<file path="src/hw/ifcfg_regs.vh">
// register map constants for the serial interface configuration block
// What this block does
// - a write to config A with bits 7 and 0 both set resets other registers
// - only one reset bit set in a write does nothing
// - direction bit 5: 0 steps address down, 1 steps it up per data byte
// - access mode bit 7 of config B at 0 selects streaming with address stepping
// - access mode bit at 1 selects single instruction mode
// - config B bit 3: 1 means 7-bit address, 0 means 15-bit address
// - config A sits at 0x00, resets to 0x10, data-out enable reads 1
// - config B sits at 0x01, resets to 0x08
// - nonzero loop length returns address to start after that many bytes
`ifndef IFCFG_REGS_VH
`define IFCFG_REGS_VH
`define ADDR_IF_A 15'h0000
`define ADDR_IF_B 15'h0001
`define ADDR_LOOP 15'h000E
`define RST_IF_A 8'h10
`define RST_IF_B 8'h08
`define RST_LOOP 8'h00
`define A_RST_HI 7
`define A_DIR 5
`define A_SDO_EN 4
`define A_RST_LO 0
`define B_SINGLE 7
`define B_SHORT 3
`define A_WR_MASK 8'h21
`define B_WR_MASK 8'h88
`define SHORT_ADDR_MASK 15'h007F
`define LONG_ADDR_MASK 15'h7FFF
`define SHORT_INSTR_LAST 4'h7
`define LONG_INSTR_LAST 4'hF
`define BYTE_LAST 4'h7
`endif

</file>
<file path="src/hw/spi_interface_config_regs.v">
// serial register interface with the two interface configuration registers
`timescale 1ns/1ps
`default_nettype none
`include "ifcfg_regs.vh"
module spi_interface_config_regs (
   input wire ref_clk,
   input wire rst_n,
   input wire cs_n,
   input wire sclk,
   input wire sdi,
   output reg sdo,
   output reg sdo_oe,
   output reg soft_reset_pulse,
   output reg addr_ascending,
   output reg single_instr_mode,
   output reg short_addr_mode,
   output reg [7:0] loop_length
);
   // ==========================================================
   // states and storage
   localparam [1:0] ST_IDLE = 2'b00;
   localparam [1:0] ST_INSTR = 2'b01;
   localparam [1:0] ST_DATA = 2'b10;
   localparam [1:0] ST_HOLD = 2'b11;

   reg [1:0] state_r;
   reg [3:0] bit_cnt_r;
   reg [14:0] shift_in_r;
   reg rd_r;
   reg [14:0] addr_r;
   reg [14:0] start_r;
   reg [7:0] cnt_r;
   reg [7:0] cfg_a_r;
   reg [7:0] cfg_b_r;
   reg [7:0] loop_r;
   reg [7:0] tx_r;
   reg sclk_q;
   reg [14:0] instr_addr;
   reg [7:0] rx_byte;
   wire [14:0] step_addr;
   wire [7:0] step_cnt;
   wire sclk_rise;
   wire sclk_fall;
   wire short_mode;
   wire [3:0] instr_last;

   // ==========================================================
   // readback decode, shared by the instruction and data paths
   function [7:0] read_reg;
      input [14:0] a;
      input [7:0] ra;
      input [7:0] rb;
      input [7:0] rl;
      begin
         case (a)
            // reserved bits read zero, enable status is a constant one
            `ADDR_IF_A: read_reg = (ra & `A_WR_MASK) | 8'h10;
            `ADDR_IF_B: read_reg = rb & `B_WR_MASK;
            `ADDR_LOOP: read_reg = rl;
            default: read_reg = 8'h00;
         endcase
      end
   endfunction

   assign sclk_rise = sclk & ~sclk_q;
   assign sclk_fall = ~sclk & sclk_q;
   assign short_mode = cfg_b_r[`B_SHORT];
   assign instr_last = short_mode ? `SHORT_INSTR_LAST : `LONG_INSTR_LAST;

   always @* begin
      instr_addr = {shift_in_r[13:0], sdi} &
         (short_mode ? `SHORT_ADDR_MASK : `LONG_ADDR_MASK);
      rx_byte = {shift_in_r[6:0], sdi};
   end

   addr_stepper u_step (
      .addr(addr_r),
      .start_addr(start_r),
      .ascending(cfg_a_r[`A_DIR]),
      .short_mode(short_mode),
      .loop_len(loop_r),
      .byte_cnt(cnt_r),
      .next_addr(step_addr),
      .next_cnt(step_cnt)
   );

   // ==========================================================
   // frame engine: instruction phase then data bytes
   always @(posedge ref_clk or negedge rst_n) begin
      if (!rst_n) begin
         state_r <= ST_IDLE;
         bit_cnt_r <= 4'h0;
         shift_in_r <= 15'h0000;
         rd_r <= 1'b0;
         addr_r <= 15'h0000;
         start_r <= 15'h0000;
         cnt_r <= 8'h00;
         cfg_a_r <= `RST_IF_A;
         cfg_b_r <= `RST_IF_B;
         loop_r <= `RST_LOOP;
         tx_r <= 8'h00;
         sclk_q <= 1'b0;
         sdo <= 1'b0;
         sdo_oe <= 1'b0;
         soft_reset_pulse <= 1'b0;
      end else begin
         sclk_q <= sclk;
         soft_reset_pulse <= 1'b0;
         if (cs_n) begin
            // deselect ends the frame wherever it stands
            state_r <= ST_IDLE;
            bit_cnt_r <= 4'h0;
            sdo_oe <= 1'b0;
            sdo <= 1'b0;
         end else begin
            case (state_r)
               ST_IDLE: begin
                  state_r <= ST_INSTR;
                  bit_cnt_r <= 4'h0;
                  if (sclk_rise) begin
                     rd_r <= sdi;
                     shift_in_r <= {14'h0000, sdi};
                     bit_cnt_r <= 4'h1;
                  end
               end
               ST_INSTR: begin
                  if (sclk_rise) begin
                     shift_in_r <= {shift_in_r[13:0], sdi};
                     if (bit_cnt_r == 4'h0) begin
                        rd_r <= sdi;
                     end
                     if (bit_cnt_r == instr_last) begin
                        state_r <= ST_DATA;
                        bit_cnt_r <= 4'h0;
                        addr_r <= instr_addr;
                        start_r <= instr_addr;
                        cnt_r <= 8'h00;
                        tx_r <= read_reg(instr_addr, cfg_a_r, cfg_b_r, loop_r);
                        sdo_oe <= rd_r;
                     end else begin
                        bit_cnt_r <= bit_cnt_r + 4'h1;
                     end
                  end
               end
               ST_DATA: begin
                  if (sclk_fall && rd_r) begin
                     // data changes on the falling edge, ready for the next rise
                     sdo <= tx_r[7];
                     tx_r <= {tx_r[6:0], 1'b0};
                  end
                  if (sclk_rise) begin
                     shift_in_r <= {shift_in_r[13:0], sdi};
                     if (bit_cnt_r == `BYTE_LAST) begin
                        bit_cnt_r <= 4'h0;
                        if (!rd_r) begin
                           case (addr_r)
                              `ADDR_IF_A: begin
                                 // reset bits self-clear; only direction is kept
                                 cfg_a_r <= rx_byte & 8'h20;
                                 if (rx_byte[`A_RST_HI] && rx_byte[`A_RST_LO]) begin
                                    cfg_b_r <= `RST_IF_B;
                                    loop_r <= `RST_LOOP;
                                    soft_reset_pulse <= 1'b1;
                                 end
                              end
                              `ADDR_IF_B: cfg_b_r <= rx_byte & `B_WR_MASK;
                              `ADDR_LOOP: loop_r <= rx_byte;
                              default: begin
                              end
                           endcase
                        end
                        if (cfg_b_r[`B_SINGLE]) begin
                           // one byte per instruction; later clocks are ignored
                           state_r <= ST_HOLD;
                        end else begin
                           addr_r <= step_addr;
                           cnt_r <= step_cnt;
                           tx_r <= read_reg(step_addr, cfg_a_r, cfg_b_r, loop_r);
                        end
                     end else begin
                        bit_cnt_r <= bit_cnt_r + 4'h1;
                     end
                  end
               end
               ST_HOLD: begin
                  if (sclk_fall) begin
                     sdo_oe <= 1'b0;
                     sdo <= 1'b0;
                  end
               end
               default: state_r <= ST_IDLE;
            endcase
         end
      end
   end

   // ==========================================================
   // configuration seen by the rest of the device
   always @(posedge ref_clk or negedge rst_n) begin
      if (!rst_n) begin
         addr_ascending <= 1'b0;
         single_instr_mode <= 1'b0;
         short_addr_mode <= 1'b1;
         loop_length <= 8'h00;
      end else begin
         addr_ascending <= cfg_a_r[`A_DIR];
         single_instr_mode <= cfg_b_r[`B_SINGLE];
         short_addr_mode <= cfg_b_r[`B_SHORT];
         loop_length <= loop_r;
      end
   end
endmodule
`default_nettype wire

</file>
<file path="src/hw/addr_stepper.v">
// address step logic for multibyte and streaming access
`timescale 1ns/1ps
`default_nettype none
module addr_stepper (
   input wire [14:0] addr,
   input wire [14:0] start_addr,
   input wire ascending,
   input wire short_mode,
   input wire [7:0] loop_len,
   input wire [7:0] byte_cnt,
   output reg [14:0] next_addr,
   output reg [7:0] next_cnt
);
   reg [14:0] stepped;
   always @* begin
      next_cnt = byte_cnt + 8'h01;
      if (ascending) begin
         stepped = addr + 15'h0001;
      end else begin
         stepped = addr - 15'h0001;
      end
      // zero loop length lets the address wrap at the edge of the address space
      if ((loop_len != 8'h00) && (next_cnt == loop_len)) begin
         next_addr = start_addr;
         next_cnt = 8'h00;
      end else begin
         next_addr = stepped & (short_mode ? `SHORT_ADDR_MASK : `LONG_ADDR_MASK);
      end
   end
endmodule
`default_nettype wire

</file>
<file path="config.mk">
export PLATFORM = sky130hd
export DESIGN_NAME = spi_interface_config_regs
export DESIGN_NICKNAME = d
export VERILOG_FILES = /design/src/hw/spi_interface_config_regs.v /design/src/hw/addr_stepper.v
export VERILOG_INCLUDE_DIRS = /design/src /design/src/hw
export SDC_FILE = /design/constraint.sdc
export NUM_CORES = 1
export LEC_CHECK = 0
export ABC_AREA = 1
export BUFFER_PORTS_ARGS = -buffer_cell sky130_fd_sc_hd__buf_2
export CAP_MARGIN = 10
export CORE_MARGIN = 2
export CORE_UTILIZATION = 45
export CTS_BUF_LIST = sky130_fd_sc_hd__clkbuf_16
export DETAILED_ROUTE_END_ITERATION = 8
export PLACE_DENSITY_LB_ADDON = 0.1
export SETUP_SLACK_MARGIN = 0.1
export SYNTH_ARGS = -nofsm -noshare
export SYNTH_HDL_FRONTEND = slang
export SYNTH_HIERARCHICAL = 1
export SYNTH_SLANG_ARGS = --single-unit
export TNS_END_PERCENT = 100
</file>
<file path="constraint.sdc">
create_clock -name ref_clk -period 3.3 [get_ports ref_clk]
set_input_delay 0 -clock ref_clk [delete_from_list [all_inputs] [get_ports ref_clk]]
set_output_delay 0 -clock ref_clk [all_outputs]
set_load 0.01 [all_outputs]
</file>
==> summary.md, run 1 <==
| Metric | Value |
|---|---|
| Pwr Density | `720 nW/um^2` |
| Max FO, Critical Path | `15` |
| Pre-CTS setup slack | `0.137 ns` |
| Asr flop ratio synth | `100%` |
| Syn_nets | `916` |
| Slew Limit Headroom | `57.2%` |
| Final period utilization | `88.0%` |
| Post-synth EDFFs | `0` |
| Grt total ovfl | `0` |
| DR vias/cell | `5.15` |
| Worst Hold Slack | `0.0548 ns` |
| H-tree lvl count | `3` |
| Worst-Margin Slew | `0.642 ns` |
| Antenna Cells | `0` |
| I/O pin total | `19` |
| Crit start category | `flop` |
| Root Buffer | `clkbuf_16` |
| Clock share of power | `19.6%` |
| FP Rows | `42` |
| Die Area | `14600 um^2` |
| Fin. max-slew vios | `0` |
| # setup viols final | `0` |
| Final hold violation count | `0` |
| Yosys reg bits | `93` |
| Largest net degree at the start of global routing | `50` |
| WL/cell | `14.3 um` |
| Mapped Cells | `890` |
| Internal power | `2670 uW` |
| Clock Skews | `0.00581 ns` |
| GRT Total Usage | `22.5%` |
| RSZ-0062 raised after global routing | `no` |
| Syn_area_per_cell | `6.89 um^2` |
| Most frequent cells in the layout | `nand2_1 (294), inv_1 (135), dfrtp_1 (91)` |
| Sw Share | `45.5%` |
| CTS Sinks | `93` |
| Area added between synthesis and finish | `10.8%` |
| Initial core utilization | `46.2%` |
| WS Path Type | `flop to flop` |
| Sw Pwr | `2230 uW` |
| Critical Path End Type | `flop` |
| Flop pwr share | `31.9%` |
| Worst-path cell chain | `ha_1, nand2_1, inv_1, nand2_1, nand2_1, a21oi_1, nand3_1, nor2_4, buf_4, nand3_1, nand2_1, inv_1, nand2_1, nor2_1, nand2_1, nor2_4, nand2_1, nand2_2, nand2_1, nand3_1, nand2_1, nand2_1` |
| Initial antenna violation count | `0` |
| Outcome | `finished clean` |
| CTS tree | `built` |
| Final Total Pwr | `4900 uW` |
| Core Region | `13300 um^2` |
| Fmax | `344 MHz` |
| Critical path's slowest cell | `dfrtp_1` |
| Die width | `121 um` |
| CP dominant cell by count | `nand2_1` |
| Commonest non-fill, non-tap cell in the layout | `nand2_1` |
| WL final | `15700 um` |
| CTS Buf Count | `9` |
| Mapped Area | `6140 um^2` |
| Clock Path Buffers | `2` |
| Initial DRC count | `531` |
| Max VDD drop | `0.389 mV` |
| Pleak | `0.00352 uW` |
| Max incr delay on CP | `0.42 ns` |
| Post-layout min period | `2.90 ns` |
| Clk slew on worst S/H paths | `0.07 ns` |
| Worst setup margin | `0.397 ns` |
| Cells after DPL | `1073` |
| Layout Cells excl Fill | `1095` |
| CP bufs+invs | `3` |
| Crit path max-delay family | `simple AND/OR/NAND/NOR gates` |
| DR pass1 iterations | `8` |
| Vias in the first global route | `5220` |
| DRC | `0` |
| Setup tns final | `0 ns` |
| Die Y | `121 um` |
| Gate power share | `48.5%` |
| Routability congestion estimate | `0.884` |
| Maxcap violations | `0` |
| Number of I/O port buffers | `18` |
| Vias | `5637` |
| Sequential area share after synthesis | `38.0%` |
| Clock Latency Late Sink | `0.35 ns` |
| Unique cell type count in the Yosys netlist | `35` |
| Share of cells above drive strength 1 | `10.2%` |
| CP arrival | `3.14 ns` |
| Synth Flop Type | `dfrtp_1` |
| Hold Crit Class | `primary input to flop` |
| NumNets Final | `940` |
| ANT nets after route | `0` |
| Required @ worst endpoint | `3.54 ns` |
| First-pass GRT wire length | `26000 um` |
| Dpl hpwl | `11900 um` |
| Yosys warns | `6` |
## sequential cells by signal, indices dropped and copies added (netlist names)
| signal | cells |
|---|---|
| short_addr_mode | 1 |
| cnt_r | 8 |
| loop_length | 8 |
| state_r | 2 |
| sdo | 1 |
| soft_reset_pulse | 1 |
| tx_r | 8 |
| bit_cnt_r | 4 |
| addr_ascending | 1 |
| single_instr_mode | 1 |
| addr_r | 15 |
| sclk_q | 1 |
| cfg_b_r | 2 |
| cfg_a_r | 1 |
| sdo_oe | 1 |
| loop_r | 8 |
| rd_r | 1 |
| start_r | 15 |
| shift_in_r | 14 |
## cell usage after synthesis, types with 3 or more instances
cell type | number | area [um^2]
nand4_1 | 14 | 87.6
o21ai_0 | 44 | 220
nand2_2 | 12 | 75.1
nor2_2 | 5 | 31.3
inv_1 | 135 | 507
buf_2 | 8 | 40.0
a21boi_0 | 3 | 22.5
inv_2 | 5 | 18.8
ha_1 | 20 | 250
nand3_1 | 77 | 385
clkbuf_1 | 6 | 22.5
o22ai_1 | 14 | 87.6
nand2_1 | 295 | 1110
nor2_1 | 61 | 229
o21ai_1 | 13 | 65.1
xor2_1 | 6 | 52.6
a21oi_1 | 29 | 145
dfrtp_1 | 91 | 2280
nand3_2 | 3 | 30.0
buf_6 | 5 | 56.3
o211ai_1 | 15 | 113
nand3_4 | 3 | 52.6
nor2_4 | 7 | 78.8
## final timing paths
kind | startpoint | endpoint | slack, ns | depth (start not counted)
max in group asynchronous | rst_n | cfg_b_r[3]$_DFFE_PN1P_ | 2.26 | 3
setup / recovery | cnt_r[1]$_DFFE_PN0P_ | tx_r[7]$_DFFE_PN0P_ | 0.40 | 22
min in group asynchronous | rst_n | addr_r[13]$_DFFE_PN0P_ | 0.23 | 2
hold reg to reg | cfg_b_r[3]$_DFFE_PN1P_ | short_addr_mode$_DFF_PN1_ | 0.47 | 0
setup reg to reg | cnt_r[1]$_DFFE_PN0P_ | tx_r[7]$_DFFE_PN0P_ | 0.40 | 22
hold / removal | cs_n | sdo_oe$_DFFE_PN0P_ | 0.05 | 4
## cell families (layout without fill, tap and decap cells)
logic type,Yosys count,after routing,share of synthesized area (%)
adder cells (fa/ha/maj),21,21,4.40
buffers and inverters,161,190,10.7
flip-flops,93,93,38.0
AND/OR/NAND/NOR,483,483,34.5
XOR/XNOR,8,8,1.14
AO/OA/AOI/OAI,124,124,11.4
## worst reg2reg max path, stage by stage, from the launching register on
cell and delay [ns]:
dfrtp_1 0.42, ha_1 0.23, nand2_1 0.11, inv_1 0.06, nand2_1 0.07, nand2_1 0.07
a21oi_1 0.17, nand3_1 0.15, nor2_4 0.33, buf_4 0.25, nand3_1 0.08, nand2_1 0.14
inv_1 0.07, nand2_1 0.06, nor2_1 0.04, nand2_1 0.10, nor2_4 0.06, nand2_1 0.07
nand2_2 0.07, nand2_1 0.06, nand3_1 0.07, nand2_1 0.06, nand2_1 0.05
## repair_timing
action                                  4_1_cts  5_1_grt
hold buffers                                  3        0
endpoints found under the setup margin        0        8
gates resized for setup                       0       13
endpoints found under the hold margin        49        0
setup buffers                                 0        3
## per-layer routing
metal  routed length [um]  up-vias  part of all wire [%]  global-route usage (%)
met4                  206        0                   1.3                    5.60
met5                    0        -                     0                       0
met3                  627       21                   4.0                    3.07
met2                 6990      125                    44                    34.9
li1                     -     2882                     -                       -
met1                 7890     2609                    50                    33.2
## cell type report
cell class / count / area (um^2)
Sequential cell: 93 / 2330
Timing Repair Buffer: 33 / 213
Fill cell: 1315 / 6490
Tap cell: 176 / 220
Clock buffer: 9 / 225
Clock inverter: 7 / 42.5
Multi-Input combinational cell: 636 / 3240
Inverter: 141 / 536
## power by group through the flow
stage	clock, uW	sequential [uW]	combinational [uW]
after floorplan	0	1500	1760
after global placement	0	1570	2250
after detailed placement	0	1570	2270
after CTS	986	1550	2290
after global routing	1030	1590	2720
final	961	1560	2370
## metrics by stage
stage,area [um^2],utilization [%]
4_1_cts,6690,50.3
3_5_place_dp,6390,48.1
3_3_place_gp,6390,48.1
6_report,6800,51.2
2_1_floorplan,6140,-
5_1_grt,6800,51.2
Note: power is estimated with default switching activity, not from simulation.
==> run 2: changes to the inputs <==
PLACE_DENSITY = 0.72   (was default)
PLACE_DENSITY_LB_ADDON = default   (was 0.1)
==> run 2 against run 1 <==
Against the previous run:
- largest power group unchanged
- clock skew up 0.0038 ns
- critical endpoint is now tx_r[3]$_DFFE_PN0P_
- routed wire length down 4.4%
- worst setup slack got worse by 0.0099 ns
- critical path depth rose by 3
==> summary.md, run 2 (synthesis gave the netlist of run 1 again) <==
| Metric | Value |
|---|---|
| Initial antenna violation count | `0 (unchanged)` |
| # fillers | `1293 (-1.7%)` |
| Hold Crit Class | `primary input to asynchronous set/reset pin` |
| Design area | `6870 um^2 (+1.1%)` |
| GRT Total Usage | `21.6% (-0.87 points)` |
| Fin. max-slew vios | `0 (unchanged)` |
| Met1 Usage GRT | `31.2% (-2.0 points)` |
| GRT met3 Usage | `2.41% (-0.66 points)` |
| ANT nets after route | `0 (unchanged)` |
| Die Y | `121 um (unchanged)` |
| Share of cells above drive strength 1 | `10.7% (+0.50 points)` |
| Fmax | `343 MHz (-0.34%)` |
| Start of the worst register-to-register path | `cfg_a_r[5]$_DFFE_PN0P_` |
| Clock Skews | `0.00962 ns (+0.00381 ns)` |
| Post-DP Area | `6390 um^2 (-0.12%)` |
| RSZ-0062 raised after global routing | `yes` |
| CTS Buf Count | `9 (unchanged)` |
| Setup tns final | `0 ns (unchanged)` |
| FP Rows | `42 (unchanged)` |
| Vias | `5659 (+0.39%)` |
| Commonest non-fill, non-tap cell in the layout | `nand2_1` |
| Final hold violation count | `0 (unchanged)` |
| Outcome | `finished clean` |
| Root Buffer | `clkbuf_16` |
| Final period utilization | `88.3% (+0.30 points)` |
| Area added between synthesis and finish | `12.0%` |
| CTS tree | `built` |
| DRC | `0 (unchanged)` |
| First-pass GRT wire length | `25200 um (-3.3%)` |
| WL/cell | `13.7 um (-4.8%)` |
| NumNets Final | `944 (+0.43%)` |
| Dpl hpwl | `10900 um (-8.2%)` |
| Slew Limit Headroom | `58.0% (+0.83 points)` |
| Grt total ovfl | `0 (unchanged)` |
| Critical Path End | `tx_r[3]$_DFFE_PN0P_` |
| Maxcap violations | `0 (unchanged)` |
| Vias in the first global route | `5263 (+0.82%)` |
| # setup viols final | `0 (unchanged)` |
| Number of I/O port buffers | `18 (unchanged)` |
| Worst-Margin Slew | `0.629 ns (-0.0124 ns)` |
| Layout Cells excl Fill | `1099 (+0.37%)` |
| Clock Latency Late Sink | `0.35 ns (about the same)` |
| Max FO, Critical Path | `7 (-8)` |
| Worst setup margin | `0.387 ns (-0.00989 ns)` |
| Die width | `121 um (unchanged)` |
| Pwr Density | `721 nW/um^2 (about the same)` |
| WL final | `15000 um (-4.4%)` |
| Antenna Cells | `0 (unchanged)` |
| Cells after DPL | `1072 (-0.093%)` |
| Max VDD drop | `0.351 mV (-9.7%)` |
| Critical Path End Type | `flop` |
| Reg-to-reg setup timing slack | `0.39 ns (about the same)` |
| H-tree lvl count | `3 (unchanged)` |
| DR vias/cell | `5.15 (about the same)` |
| Met2 Resource Use GR | `33.5% (-1.4 points)` |
| Pre-CTS setup slack | `0.260 ns (+0.123 ns)` |
| Largest regs | `addr_r x15, start_r x15, shift_in_r x14` |
| Final Total Pwr | `4960 uW (+1.2%)` |
| Die Area | `14600 um^2 (unchanged)` |
| Start point of the critical path | `cfg_a_r[5]$_DFFE_PN0P_` |
| Pleak | `0.00353 uW (+0.47%)` |
| Crit start category | `flop` |
| Cell depth of the worst flop-to-flop path | `25 (+14%)` |
| Initial core utilization | `46.2% (unchanged)` |
| CP arrival | `3.19 ns (+0.05 ns)` |
| WS Path Type | `flop to flop` |
| Layer with the highest usage | `met2` |
| Routability congestion estimate | `0.941 (+6.4%)` |
| Post-layout min period | `2.91 ns (+0.00989 ns)` |
| CTS Sinks | `93 (unchanged)` |
| Required @ worst endpoint | `3.58 ns (+0.04 ns)` |
| DR pass1 iterations | `5 (-3)` |
| Clk slew on worst S/H paths | `0.07 ns (about the same)` |
| Core Region | `13300 um^2 (unchanged)` |
| Worst r2r dst | `tx_r[3]$_DFFE_PN0P_` |
| Largest net degree at the start of global routing | `50 (unchanged)` |
| I/O pin total | `19 (unchanged)` |
| Initial DRC count | `560 (+5.5%)` |
| Most frequent cells in the layout | `nand2_1 (294), inv_1 (134), dfrtp_1 (90)` |
| Clock Path Buffers | `2 (unchanged)` |
## run 2: cell count changes in the layout (fill, tap and decap cells not counted), sizes merged
cell      delta
bufinv       +1
clkinvlp     +4
buf          +3
clkinv       -5
inv          +1
## run 2: repair_timing
action | CTS | global route
hold buffers | 3 | 0
buffers inserted | 0 | 7
endpoints found under the setup margin | 0 | 8
hold endpoints to repair | 95 | 0
gates resized for setup | 0 | 14
## run 2: layout make-up
class	instances	area, um^2	area share [%]
clock buffer	9	225	3.28
clock inverter	7	78.8	1.15
inverter	141	536	7.79
multi-input combinational	636	3230	47.0
sequential	93	2330	33.9
tap	176	220	3.20
timing repair buffer	36	248	3.60
timing repair inverter	1	7.51	0.109
## run 2: metal layers
| layer | share of wire [%] | vias up |
|---|---|---|
| li1 | - | 2895 |
| met1 | 49 | 2601 |
| met2 | 44 | 137 |
| met3 | 4.6 | 26 |
| met4 | 2.0 | 0 |
| met5 | 0 | - |
## run 2: critical path, stage by stage (launching register included)
cell	delay [ns]
dfrtp_2	0.44
clkinvlp_4	0.20
buf_4	0.19
ha_4	0.28
nand2_1	0.11
nor2_1	0.10
nand2_1	0.05
nand3_1	0.15
nand2_1	0.10
nand2_1	0.06
nand2_1	0.04
inv_1	0.04
nor2_1	0.04
nand2_1	0.06
nand2_1	0.08
inv_1	0.06
nand2_1	0.04
nor2_1	0.10
nand2_2	0.11
nor2_4	0.16
nand2_1	0.08
nand2_2	0.09
nand2_2	0.05
nand2_1	0.06
inv_1	0.03
a21oi_1	0.12
## run 2: how the worst min path moves through the flow
stage               start                         end  slack [ns]  depth (start not counted)
floorplan           rst_n    addr_ascending$_DFF_PN0_       -0.30                          0
global placement    rst_n  shift_in_r[11]$_DFFE_PN0P_       -0.14                          1
detailed placement  rst_n  shift_in_r[11]$_DFFE_PN0P_       -0.14                          1
CTS                  cs_n          sdo_oe$_DFFE_PN0P_        0.02                          4
global route        rst_n  shift_in_r[11]$_DFFE_PN0P_        0.05                          2
finish              rst_n  shift_in_r[11]$_DFFE_PN0P_        0.03                          2
## run 2: where the power goes
group | total (uW) | switching (uW) | internal, uW
combinational | 2330 | 1530 | 798
clock | 1070 | 476 | 595
sequential | 1560 | 207 | 1350
total | 4960 | 2210 | 2740
## run 2: metrics by stage
stage                     hold slack (ns)  utilization [%]
final                              0.0255             51.7
after global routing               0.0504             51.7
after CTS                          0.0238             50.5
after detailed placement           -0.140             48.0
after global placement             -0.138             48.0
after floorplan                    -0.296                -
==> run 3: changes to the inputs <==
MAX_ROUTING_LAYER = met4   (was default)
PLACE_DENSITY = 0.59   (was 0.72)
==> run 3 against run 2 <==
Against the previous run:
- sequential share of layout area grew 0.42 points
- first-iteration DRC count shrank 28%
- worst hold slack gained 0.036 ns
- global-route usage grew 2.2 points
- non-clock buffer count shrank 4
- maximum frequency is essentially flat
- die area is the same
- via count grew 0.19%
- core utilization shrank 0.66 points
- register-to-register slack is essentially flat
==> summary.md, run 3 (synthesis gave the netlist of run 1 again) <==
| Metric | Value |
|---|---|
| Outcome | `finished clean` |
| FP Rows | `42 (unchanged)` |
| WL final | `15800 um (+5.2%)` |
| Largest net degree at the start of global routing | `71 (+42%)` |
| H-tree lvl count | `3 (unchanged)` |
| NumNets Final | `939 (-0.53%)` |
| Crit start category | `flop` |
| First-pass GRT wire length | `26800 um (+6.4%)` |
| Initial DRC count | `404 (-28%)` |
| Die Area | `14600 um^2 (unchanged)` |
| Die width | `121 um (unchanged)` |
| DRC | `0 (unchanged)` |
| CP arrival | `3.19 ns (about the same)` |
| Clk slew on worst S/H paths | `0.07 ns (about the same)` |
| Clock Path Buffers | `2 (unchanged)` |
| CTS tree | `built` |
| Most frequent cells in the layout | `nand2_1 (294), inv_1 (136), dfrtp_1 (91)` |
| WL/cell | `14.4 um (+5.7%)` |
| CTS Sinks | `93 (unchanged)` |
| Pleak | `0.00353 uW (-0.14%)` |
| Slew Limit Headroom | `37.5% (-21 points)` |
| DR pass1 iterations | `5 (unchanged)` |
| Fin. max-slew vios | `0 (unchanged)` |
| Worst setup margin | `0.390 ns (+0.00287 ns)` |
| Routability congestion estimate | `0.914 (-2.9%)` |
| ANT nets after route | `0 (unchanged)` |
| Cells after DPL | `1071 (-0.093%)` |
| Final period utilization | `88.2% (about the same)` |
| Maxcap violations | `0 (unchanged)` |
| Core Region | `13300 um^2 (unchanged)` |
| Layout Cells excl Fill | `1094 (-0.45%)` |
| HP Start | `cs_n` |
| Die Y | `121 um (unchanged)` |
| Cell depth of the worst flop-to-flop path | `23 (-8.0%)` |
| # setup viols final | `0 (unchanged)` |
| Hold Crit Endpoint | `sdo_oe$_DFFE_PN0P_` |
| Post-layout min period | `2.91 ns (-0.00287 ns)` |
| Initial core utilization | `46.2% (unchanged)` |
| Setup tns final | `0 ns (unchanged)` |
| Number of I/O port buffers | `18 (unchanged)` |
| RSZ-0062 raised after global routing | `no` |
| DR vias/cell | `5.18 (+0.65%)` |
| Antenna Cells | `0 (unchanged)` |
| GRT Total Usage | `23.9% (+2.2 points)` |
| Initial antenna violation count | `0 (unchanged)` |
| Max FO, Critical Path | `13 (+6)` |
| Share of cells above drive strength 1 | `9.26% (-1.5 points)` |
| Area added between synthesis and finish | `10.6%` |
| CTS Buf Count | `9 (unchanged)` |
| Commonest non-fill, non-tap cell in the layout | `nand2_1` |
| Vias | `5670 (+0.19%)` |
| Pre-CTS setup slack | `0.177 ns (-0.0834 ns)` |
| Worst r2r dst | `tx_r[3]$_DFFE_PN0P_` |
| Final Total Pwr | `4880 uW (-1.6%)` |
| Pwr Density | `719 nW/um^2 (-0.30%)` |
| Clock Latency Late Sink | `0.35 ns (about the same)` |
| Required @ worst endpoint | `3.58 ns (about the same)` |
| Critical Path End Type | `flop` |
| Hold Crit Class | `primary input to flop` |
| Clock Skews | `0.0110 ns (+0.00142 ns)` |
| Root Buffer | `clkbuf_16` |
| WHS Path Cells | `4` |
| WS Path Type | `flop to flop` |
| Start of the worst register-to-register path | `cfg_a_r[5]$_DFFE_PN0P_` |
| Vias in the first global route | `5408 (+2.8%)` |
| Grt total ovfl | `0 (unchanged)` |
| Worst-Margin Slew | `0.938 ns (+0.308 ns)` |
| Dpl hpwl | `11800 um (+8.0%)` |
| Final hold violation count | `0 (unchanged)` |
| Reg-to-reg setup timing slack | `0.39 ns (about the same)` |
| Max VDD drop | `0.279 mV (-21%)` |
| Post-Route Utilization | `51.0% (-0.66 points)` |
| Largest regs | `addr_r x15, start_r x15, shift_in_r x14` |
| I/O pin total | `19 (unchanged)` |
| Fmax | `344 MHz (about the same)` |
-- run 3: metal layers --
metal,GRT usage (%),share of wire (%),up-vias
met5,-,0,-
met4,6.54,1.4,0
met3,3.49,3.7,15
met2,36.8,46,105
met1,33.1,49,2664
li1,-,-,2886
-- run 3: timing repair --
item,4_1_cts,5_1_grt
hold buffers,3,0
buffers inserted,0,4
setup endpoints to repair,0,8
hold endpoints to repair,69,0
resized for setup,0,6
-- run 3: worst max-delay path by stage --
stage / start / endpoint / slack, ns / depth (start not counted)
3_3_place_gp: cfg_a_r[5]$_DFFE_PN0P_ / tx_r[3]$_DFFE_PN0P_ / 0.26 / 23
5_1_grt: cfg_a_r[5]$_DFFE_PN0P_ / tx_r[4]$_DFFE_PN0P_ / 0.12 / 24
6_report: cfg_a_r[5]$_DFFE_PN0P_ / tx_r[3]$_DFFE_PN0P_ / 0.39 / 23
3_5_place_dp: cfg_a_r[5]$_DFFE_PN0P_ / tx_r[3]$_DFFE_PN0P_ / 0.18 / 23
4_1_cts: cfg_a_r[5]$_DFFE_PN0P_ / tx_r[3]$_DFFE_PN0P_ / 0.19 / 23
2_1_floorplan: cfg_a_r[5]$_DFFE_PN0P_ / tx_r[3]$_DFFE_PN0P_ / 0.69 / 23
-- run 3: where the power goes --
group | internal, uW | switching (uW)
combinational | 767 | 1540
sequential | 1350 | 210
clock | 576 | 436
-- run 3: critical path, cell delays in order (launching register included) --
cell        delay, ns
dfrtp_1          0.39
clkinvlp_4       0.11
buf_12           0.15
ha_1             0.35
nor2_1           0.07
a21oi_1          0.25
nand3_1          0.18
nand3_1          0.11
nand2_1          0.05
inv_1            0.05
nor2_1           0.04
nand2_1          0.08
nand2_1          0.07
inv_1            0.05
nand2_1          0.05
nor2_1           0.11
nand2_2          0.11
nor2_4           0.17
nand2_1          0.08
nand2_2          0.10
nand2_2          0.05
nand2_1          0.06
inv_1            0.03
a21oi_1          0.12
-- run 3: area by class of cell --
class,count,area [um^2]
clock buffers,9,225
clock inverters,7,58.8
fillers,1343,6510
inverters,141,536
multi-input cells,636,3190
flip-flops and latches,93,2330
well taps,176,220
repair buffers,32,230
-- run 3: through the flow --
step                      hold slack [ns]  cell area (um^2)
after floorplan                    -0.296              6140
after global placement              0.125              6380
after detailed placement            0.132              6380
after CTS                          0.0459              6690
after global routing                0.102              6790
final                              0.0617              6790
